==> config.mk <==
export PLATFORM = sky130hd
export DESIGN_NAME = tx_input_clock_select
export DESIGN_NICKNAME = d
export VERILOG_FILES = /design/src/tx_clk_sel_pkg.sv /design/src/tx_input_clock_select.sv
export SDC_FILE = /design/constraint.sdc
export NUM_CORES = 1
export LEC_CHECK = 0
export ABC_AREA = 0
export BUFFER_PORTS_ARGS = -buffer_cell sky130_fd_sc_hd__buf_2
export CELL_PAD_IN_SITES_DETAIL_PLACEMENT = 0
export CELL_PAD_IN_SITES_GLOBAL_PLACEMENT = 1
export CORE_MARGIN = 2
export CORE_UTILIZATION = 43
export CTS_CLUSTER_SIZE = 20
export DETAILED_ROUTE_END_ITERATION = 7
export GPL_ROUTABILITY_DRIVEN = 0
export GPL_TIMING_DRIVEN = 0
export PLACE_DENSITY = 0.76
export SYNTH_ARGS = -nofsm -noshare
export SYNTH_HDL_FRONTEND = slang
export SYNTH_SLANG_ARGS = --single-unit
==> constraint.sdc <==
create_clock -name sys_clk -period 1.95 [get_ports sys_clk]
set_input_delay 0.195 -clock sys_clk [delete_from_list [all_inputs] [get_ports sys_clk]]
set_output_delay 0.195 -clock sys_clk [all_outputs]
set_load 0.01 [all_outputs]
==> src/tx_clk_sel_pkg.sv <==
/*
  Package for the transmit input clock select block: select levels, lane
  count, character width, PLL multipliers and the packed carriers.
  Assumes nothing beyond a SystemVerilog compiler.
*/
package tx_clk_sel_pkg;

  localparam int          NUM_LANES   = 4;
  localparam int          CHAR_W      = 10;
  localparam logic [4:0]  MULT_FULL   = 5'h0a;
  localparam logic [4:0]  MULT_HALF   = 5'h14;
  localparam int          SYNC_DEPTH  = 2;
  localparam int          RST_MIN_EDG = 2;
  localparam logic [1:0]  RST_CNT_MAX = 2'h3;

  // Three-level pin as seen through a window comparator pair
  typedef enum logic [1:0]
  {
    SEL_LOW,
    SEL_MID,
    SEL_HIGH
  } level_t;

  typedef struct packed
  {
    logic [CHAR_W-1:0] char_bits;
    logic              odd_parity;
  } lane_word_t;

endpackage : tx_clk_sel_pkg

==> src/tx_input_clock_select.sv <==
/*
  Transmit input clock select: captures four lanes of 10-bit characters with
  odd parity on the edge chosen by the three-level select, tracks phase-align
  hold/adjust and reports the PLL multiplier.
  Assumes all clock-like inputs are slow enough (125 ns period) to be
  oversampled by sys_clk; the three-level pin arrives as two comparator bits.
*/
`timescale 1ns/100ps
module tx_input_clock_select
  import tx_clk_sel_pkg::*;
#(
  parameter int LANES = NUM_LANES
)
(
  input  wire logic                   sys_clk,
  input  wire logic                   reset_n,
  input  wire logic                   sel_pulled_up,
  input  wire logic                   sel_pulled_down,
  input  wire logic                   reference_clock,
  input  wire logic [LANES-1:0]       per_lane_write_clock,
  input  wire logic                   pll_rate_select,
  input  wire logic                   phase_align_reset_n,
  input  wire lane_word_t [LANES-1:0] lane_in,
  output lane_word_t [LANES-1:0]      lane_out,
  output logic [LANES-1:0]            lane_out_valid,
  output logic [1:0]                  input_write_clock_select,
  output logic [4:0]                  pll_multiplier,
  output logic                        phase_locked,
  output logic                        invalid_mode
);

  // Select decode and lane A fan-out are written for four lanes only
  if (LANES != NUM_LANES)
  begin : g_lane_count_check
    $error("tx_input_clock_select supports exactly four lanes");
  end

  // Pin synchronisers: stage a is read only by stage b
  typedef struct packed
  {
    logic [LANES+4:0]        sa;
    logic [LANES+4:0]        sb;
    lane_word_t [LANES-1:0]  lane_sa;
    lane_word_t [LANES-1:0]  lane_sb;
    lane_word_t [LANES-1:0]  lane_prev;
    logic                    ref_prev;
    logic [LANES-1:0]        wclk_prev;
    logic [1:0]              rst_cnt;
    lane_word_t [LANES-1:0]  data;
    logic [LANES-1:0]        vld;
    logic [1:0]              sel;
    logic [4:0]              mult;
    logic                    locked;
    logic                    bad;
  } state_t;

  state_t st_q;
  state_t st_d;

  logic             ref_s;
  logic [LANES-1:0] wclk_s;
  logic             rate_s;
  logic             prst_n_s;
  level_t           lvl;
  logic             ref_rise;
  logic             ref_fall;
  logic [LANES-1:0] wrise;
  logic [LANES-1:0] cap;
  logic             bypass;

  assign ref_s    = st_q.sb[0];
  assign wclk_s   = st_q.sb[LANES:1];
  assign rate_s   = st_q.sb[LANES+1];
  assign prst_n_s = st_q.sb[LANES+2];
  assign ref_rise = ref_s & ~st_q.ref_prev;
  assign ref_fall = ~ref_s & st_q.ref_prev;
  assign wrise    = wclk_s & ~st_q.wclk_prev;
  assign bypass   = (lvl == SEL_LOW) && !rate_s;

  // Floating pin: neither comparator trips, so middle
  always_comb
  begin
    case (st_q.sb[LANES+4:LANES+3])
      2'h1:    lvl = SEL_HIGH;
      2'h2:    lvl = SEL_LOW;
      default: lvl = SEL_MID;
    endcase
  end

  always_comb
  begin
    cap = '0;
    case (lvl)
      SEL_LOW:
        // Per-lane clocks never looked at here
        cap = {LANES{ref_rise | (rate_s & ref_fall)}};
      SEL_MID:
        cap = wrise;
      SEL_HIGH:
        cap = {LANES{wrise[0]}};
      default:
        cap = '0;
    endcase
  end

  always_comb
  begin
    st_d           = st_q;
    st_d.sa        = {sel_pulled_down, sel_pulled_up, phase_align_reset_n,
                      pll_rate_select, per_lane_write_clock, reference_clock};
    st_d.sb        = st_q.sa;
    // Lane words ride the same two stages; the third lines up with the
    // last sample before the edge, so the host may change data after it
    st_d.lane_sa   = lane_in;
    st_d.lane_sb   = st_q.lane_sa;
    st_d.lane_prev = st_q.lane_sb;
    st_d.ref_prev  = ref_s;
    st_d.wclk_prev = wclk_s;
    st_d.vld       = cap;
    for (int i = 0; i < LANES; i++)
    begin
      if (cap[i])
        st_d.data[i] = st_q.lane_prev[i];
    end
    st_d.sel  = lvl;
    st_d.mult = rate_s ? MULT_HALF : MULT_FULL;
    st_d.bad  = rate_s && (lvl != SEL_LOW);
    // Reset counted in reference rises in rst_cnt; locked drops on the first low sample, not gated by the count
    if (bypass)
    begin
      st_d.rst_cnt = '0;
      st_d.locked  = 1'b1;
    end
    else if (!prst_n_s)
    begin
      st_d.locked = 1'b0;
      if (ref_rise && st_q.rst_cnt != RST_CNT_MAX)
        st_d.rst_cnt = st_q.rst_cnt + 2'h1;
    end
    else
    begin
      st_d.rst_cnt = '0;
      st_d.locked  = 1'b1;
    end
  end

  always_ff @(posedge sys_clk)
  begin
    if (!reset_n)
      st_q <= '0;
    else
      st_q <= st_d;
  end

  assign lane_out                 = st_q.data;
  assign lane_out_valid           = st_q.vld;
  assign input_write_clock_select = st_q.sel;
  assign pll_multiplier           = st_q.mult;
  assign phase_locked             = st_q.locked;
  assign invalid_mode             = st_q.bad;

  chk_mid_own_clock: assert property (@(posedge sys_clk) disable iff (!reset_n)
    (lvl == SEL_MID) |=> (lane_out_valid == $past(wrise)))
    else $error("mid select capture mismatch");

  chk_high_lane_a: assert property (@(posedge sys_clk) disable iff (!reset_n)
    (lvl == SEL_HIGH && wrise[0]) |=> (&lane_out_valid && lane_out == $past(st_q.lane_prev)))
    else $error("high select did not capture all lanes");

  chk_low_ignores_wclk: assert property (@(posedge sys_clk) disable iff (!reset_n)
    (lvl == SEL_LOW && !ref_rise && !ref_fall) |=> (lane_out_valid == '0))
    else $error("low select captured without reference edge");

  chk_phase_hold: assert property (@(posedge sys_clk) disable iff (!reset_n)
    (!bypass && !prst_n_s) |=> !phase_locked)
    else $error("phase locked while adjusting");

  chk_pll_mult: assert property (@(posedge sys_clk) disable iff (!reset_n)
    rate_s |=> (pll_multiplier == MULT_HALF))
    else $error("multiplier not doubled in half rate");

  chk_half_rate_fall: assert property (@(posedge sys_clk) disable iff (!reset_n)
    (lvl == SEL_LOW && rate_s && ref_fall) |=> &lane_out_valid)
    else $error("falling reference edge not sampled");

  chk_float_mid: assert property (@(posedge sys_clk) disable iff (!reset_n)
    (st_q.sb[LANES+4:LANES+3] == 2'h0) |=> (input_write_clock_select == SEL_MID))
    else $error("floating select not middle");

  chk_low_ref_rise: assert property (@(posedge sys_clk) disable iff (!reset_n)
    (lvl == SEL_LOW && ref_rise) |=> (&lane_out_valid && lane_out == $past(st_q.lane_prev)))
    else $error("reference rise capture missed");

  chk_bypass_ignore: assert property (@(posedge sys_clk) disable iff (!reset_n)
    bypass |=> phase_locked)
    else $error("phase reset honoured in bypass");

  chk_high_other_clk: assert property (@(posedge sys_clk) disable iff (!reset_n)
    (lvl == SEL_HIGH && !wrise[0]) |=> (lane_out_valid == '0))
    else $error("high select captured without lane A edge");

  chk_phase_fixed: assert property (@(posedge sys_clk) disable iff (!reset_n)
    (!bypass && prst_n_s) |=> phase_locked)
    else $error("phase not held with reset high");

  chk_pll_mult_ten: assert property (@(posedge sys_clk) disable iff (!reset_n)
    !rate_s |=> (pll_multiplier == MULT_FULL))
    else $error("multiplier not ten in full rate");

  chk_high_decode: assert property (@(posedge sys_clk) disable iff (!reset_n)
    (st_q.sb[LANES+4:LANES+3] == 2'h1) |=> (input_write_clock_select == SEL_HIGH))
    else $error("select at supply not high");

  chk_low_decode: assert property (@(posedge sys_clk) disable iff (!reset_n)
    (st_q.sb[LANES+4:LANES+3] == 2'h2) |=> (input_write_clock_select == SEL_LOW))
    else $error("select at ground not low");

  chk_low_no_fall: assert property (@(posedge sys_clk) disable iff (!reset_n)
    (lvl == SEL_LOW && !rate_s && ref_fall) |=> (lane_out_valid == '0))
    else $error("falling reference edge sampled in full rate");

  for (genvar g = 0; g < LANES; g++)
  begin : g_chk_lane
    chk_mid_lane_data: assert property (@(posedge sys_clk) disable iff (!reset_n)
      (lvl == SEL_MID && wrise[g]) |=> (lane_out[g] == $past(st_q.lane_prev[g])))
      else $error("mid select captured wrong word");
  end

endmodule : tx_input_clock_select

Yosys cells after proc, flatten, opt, wreduce, memory -nomap -nowiden
Cells that the tools add are included.

Equality and inequality tests: 4. Mux-type cells: 5. Bitwise operators: 8. Reduce and logical (&&, ||, !) cells: 5.

Operator list (number): 4-bit case mux with 3 select lines (1); 5-bit 2-to-1 mux (1); 4-bit AND (1); 2-bit by 1-bit equality test with 1-bit output (second input constant) (2); 2-bit equality test (second input constant) (2); 4-bit NOT (1); 2-bit case mux with 2 select lines (1); 1-bit AND (3); 1-bit logical AND (2); 2-bit logical NOT (1); 1-bit 2-to-1 mux (2); 1-bit NOT (2); 2-bit nonzero test (1); 1-bit logical NOT (1); 1-bit bitwise OR (1).

Register bits: 212. Input bits: 55. Output and inout port bits: 57. Logic and storage cells: 63.

Logic depth before layout (Yosys ltp)
Word-level depth: 5. Gate-level depth with buffers: 7. Mapped depth without buffers: 6.

Worst setup path after synthesis
Ideal clock, no wire load.

Path kind: reg-to-reg. From: reg st_q[203] (netlist bit). To: reg st_q, in the netlist lane_out[12]. Setup time: 0.072 ns. Arrival: 1.400 ns. Path slack: 0.479 ns. Cell stages (with the launch flop): 7. Period minus slack after synthesis: 1.471 ns. Path through: dfxtp_1 > inv_1 > ha_1 > and3b_1 > o21ai_2 > buf_6 > mux2i_1.

Longest elaborated chain between the ends: 4. Elaborated cells between the ends (all ways): 7. Those cells by class: eq/ne: 4; mux: 2; reduce/logical: 1.

Ends and longest elaborated chain: start, declared (line tx_input_clock_select.sv:57) `state_t st_q;`; start signal, assigned (line tx_input_clock_select.sv:152) `st_q <= st_d;`; 2-bit equality test / 2-bit by 1-bit equality test with 1-bit output (equally long branches) (line tx_input_clock_select.sv:83) `case (st_q.sb[LANES+4:LANES+3])`; 2-bit case mux with 2 select lines (*) (line tx_input_clock_select.sv:83); net lvl[0] (line tx_input_clock_select.sv:64) `level_t lvl;`; 2-bit equality test, or another cell as far along (line tx_input_clock_select.sv:93) `case (lvl)`; 4-bit case mux with 3 select lines (*) (line tx_input_clock_select.sv:93).

Mark *: on every way through the listed nets, which the timed path passes. The rest lies on a longest branch. A chain may end at the register's enable or synchronous reset.

Final worst setup path
From: reg st_q[203] (netlist bit). To: reg st_q, in the netlist lane_out[30].

Longest elaborated chain between the ends: 4. Elaborated cells between the ends (all ways): 7. Those cells by class: eq/ne: 4; mux: 2; reduce/logical: 1.

Ends and longest elaborated chain (line): 2-bit equality test / 2-bit by 1-bit equality test with 1-bit output (equally long branches) (tx_input_clock_select.sv:83); 2-bit case mux with 2 select lines (*) (tx_input_clock_select.sv:83); 2-bit equality test, or another cell as far along (tx_input_clock_select.sv:93); 4-bit case mux with 3 select lines (*) (tx_input_clock_select.sv:93).

Every way passes the cells marked *; elsewhere a longest branch is shown, timed or not.

==> run metrics <==
worst slack on hold paths 0.0176 ns; number of core rows between 40 and 50; endpoints failing setup 0; run status complete, no violations; vias in the first global route 4114; Synth warnings 0; power density normalized to cell area 1010 nW/um2; gr ovfl total 0; detailed-route wire length per cell 11.3 um; Worst setup SP type flip-flop; buffer levels on the longest clock path 3; post-synth cell types 23; commonest cells after routing, fill and taps aside dfxtp_1, and2_1, buf_2; leading cell type in the layout, fill and taps excluded dfxtp_1; post-detailed-route DRC marker count 0; Setup Crit Path Kind reg2reg; number of violations of the max-capacitance limit 0; all-layer global routing usage 14.5%; die height ~130 um; Hold Crit Class in2reg; top-level port count 112; # port buffers 110; post-layout minimum cycle time roughly 1.7 ns; Cell Area, Synth ~6700 um2; ordered cell list for the critical path inv_1, ha_1, nand4b_1, o211ai_4, o21ai_2, buf_6, mux2i_1; final count of pins violating max slew 0; share of the core filled with cells slightly below 60%; flop and latch count out of synthesis 209; wire length of the first global-routing pass 19.1 mm; Max Fanout on Critical Path 10; unrepaired setup endpoints after global routing false; origin of the critical flop-to-flop path st_q[203]$_SDFF_PN0_; Post-CTS Setup Bufs 0; final HPWL from detailed placement 8.21 mm; TritonCTS clock tree done; Root Buffer Master clkbuf_16; total clock buffers created by CTS 22; number of gates resized after CTS 0; synthesized instance count ~620; initial cell density of the core between 40 and 50%; arrival time at the worst endpoint 2.08 ns; via/cell ratio 4.06; origin of the worst setup path st_q[203]$_SDFF_PN0_; worst skew pair latency 0.49 ns; clock tree skew after final layout 0.0154 ns; total number of nets in the final design 861; total wire length after detailed routing 11.6 mm; initial antenna violation count 0; Setup crit end lane_out[30]$_SDFFE_PN0P_; Total Negative Setup Slacks 0 ns; area of the die 16700 um2; global-route track usage on met3 3.06%; longest individual stage delay on the worst path roughly 0.34 ns; area inside the core boundary ~15000 um2; depth of the worst register-to-register path 7; first-pass detailed-route iteration total 4; number of nets in the synthesized netlist 674; violation count after the first detailed-routing iteration 110; largest voltage drop on the vdd net 629 uV; flop-to-flop setup slack 0.28 ns; largest net degree at the start of global routing 14; layer with the highest usage met2; Global Route met2 Usage 26.0%; number of cells on the critical path 7; Area growth syn-to-layout 30.7%; slowest stage cell on the critical path dfxtp_1; Reg-to-Reg End lane_out[30]$_SDFFE_PN0P_; remaining antenna violation count 0; proportion of layout cells with a drive suffix above 1 26.0%; sequential cell area fraction in the yosys report between 60% and 70%; final count of hold timing violations 0; H-Tree Level Count 1; Lkg Pwr 4.07 nW; Worst Path Required 2.36 ns; share of the clock period used by the worst path 85.4%; synthesized area per cell 10.9 um2; Largest delay share family, worst path compound AO/OA/AOI/OAI gates; number of buffers and inverters on the critical path 2; TritonCTS sink count 209; category of the worst setup path capture point flip-flop; Horiz. Die Dim 129 um; met1 Resource Use GR 16.9%; Max Clk Rate about 600 MHz; CTS Hold Bufs 53; clock transition time at the flip-flop clock pins of the worst setup and hold paths ~0.06 ns; vias post-DR 4174
## sequential cells by signal (all words and copies together), names as in the netlist
register                  flops
pll_multiplier                2
st_d                        101
invalid_mode                  1
ref_s                         1
st_q                         51
lane_out                     44
prst_n_s                      1
rate_s                        1
phase_locked                  1
input_write_clock_select      2
lane_out_valid                4
## worst min path at each step
stage,from,endpoint,slack [ns],depth (start not counted)
2_1_floorplan,lane_in[2],st_d[110]$_SDFF_PN0_,0.32,1
3_3_place_gp,per_lane_write_clock[0],st_d[197]$_SDFF_PN0_,0.40,2
3_5_place_dp,reference_clock,st_d[196]$_SDFF_PN0_,0.41,2
4_1_cts,reset_n,pll_multiplier[2]$_SDFF_PN0_,0.005,2
5_1_grt,reset_n,pll_multiplier[2]$_SDFF_PN0_,0.03,2
6_report,reset_n,pll_multiplier[2]$_SDFF_PN0_,0.02,2
## Yosys cell counts
| cell | instances | area, um2 |
|---|---|---|
| inv_2 | 1 | 3.75 |
| nand2_1 | 90 | 338 |
| and2_2 | 1 | 7.51 |
| inv_1 | 2 | 7.51 |
| ha_1 | 2 | 25.0 |
| nand4b_1 | 1 | 8.76 |
| and2_1 | 158 | 988 |
| mux2i_1 | 44 | 440 |
| o21ai_2 | 3 | 26.3 |
| conb_1 | 1 | 3.75 |
| o211ai_1 | 1 | 7.51 |
| buf_6 | 4 | 45.0 |
| nor2_1 | 7 | 26.3 |
| clkbuf_1 | 23 | 86.3 |
| nor2b_1 | 4 | 25.0 |
| o211ai_4 | 1 | 21.3 |
| and3b_1 | 3 | 26.3 |
| dfxtp_1 | 209 | 4180 |
| nand3b_1 | 1 | 7.51 |
| buf_2 | 4 | 20.0 |
| nand2b_4 | 1 | 13.8 |
| o21a_1 | 1 | 7.51 |
| buf_4 | 55 | 413 |
## layout make-up
| class | instances | area [um2] |
|---|---|---|
| Fill cell | 1325 | 6460 |
| Timing Repair Buffer | 163 | 1080 |
| Buffer | 86 | 564 |
| Tap cell | 211 | 264 |
| Clock inverter | 5 | 86.3 |
| Sequential cell | 209 | 4180 |
| Inverter | 3 | 11.3 |
| Clock buffer | 30 | 631 |
| Antenna cell | 1 | 2.50 |
| Multi-Input combinational cell | 319 | 1970 |
## power breakdown
group	switching [mW]	total [mW]	internal (mW)
registers	0.0336	4.45	4.42
logic	0.195	0.449	0.254
clock network	1.52	4.02	2.51
## cells by family (layout without fill, tap and decap cells)
group / Yosys count / after routing / synth area share [%]
simple gates: 266 / 266 / 21.4
buf+inv: 89 / 287 / 8.55
mux: 44 / 44 / 6.54
compound gates: 6 / 6 / 0.929
other cells: 1 / 2 / 0.0557
flops: 209 / 209 / 62.1
fa+ha+maj: 2 / 2 / 0.372
## per-layer routing
metal	wire, um	vias up
li1	-	2227
met1	5120	1852
met2	5790	75
met3	393	20
met4	268	0
met5	0	-
## through the flow
stage	worst slack [ns]	total power [mW]	area, um2	std cells
3_5_place_dp	0.256	4.92	7550	938
4_1_cts	0.241	9.05	8790	1026
3_3_place_gp	0.326	4.90	7550	938
2_1_floorplan	0.479	4.77	6730	617
5_1_grt	0.118	9.29	8790	1026
6_report	0.284	8.92	8800	1027
Note: power is estimated with default switching activity, not from simulation.
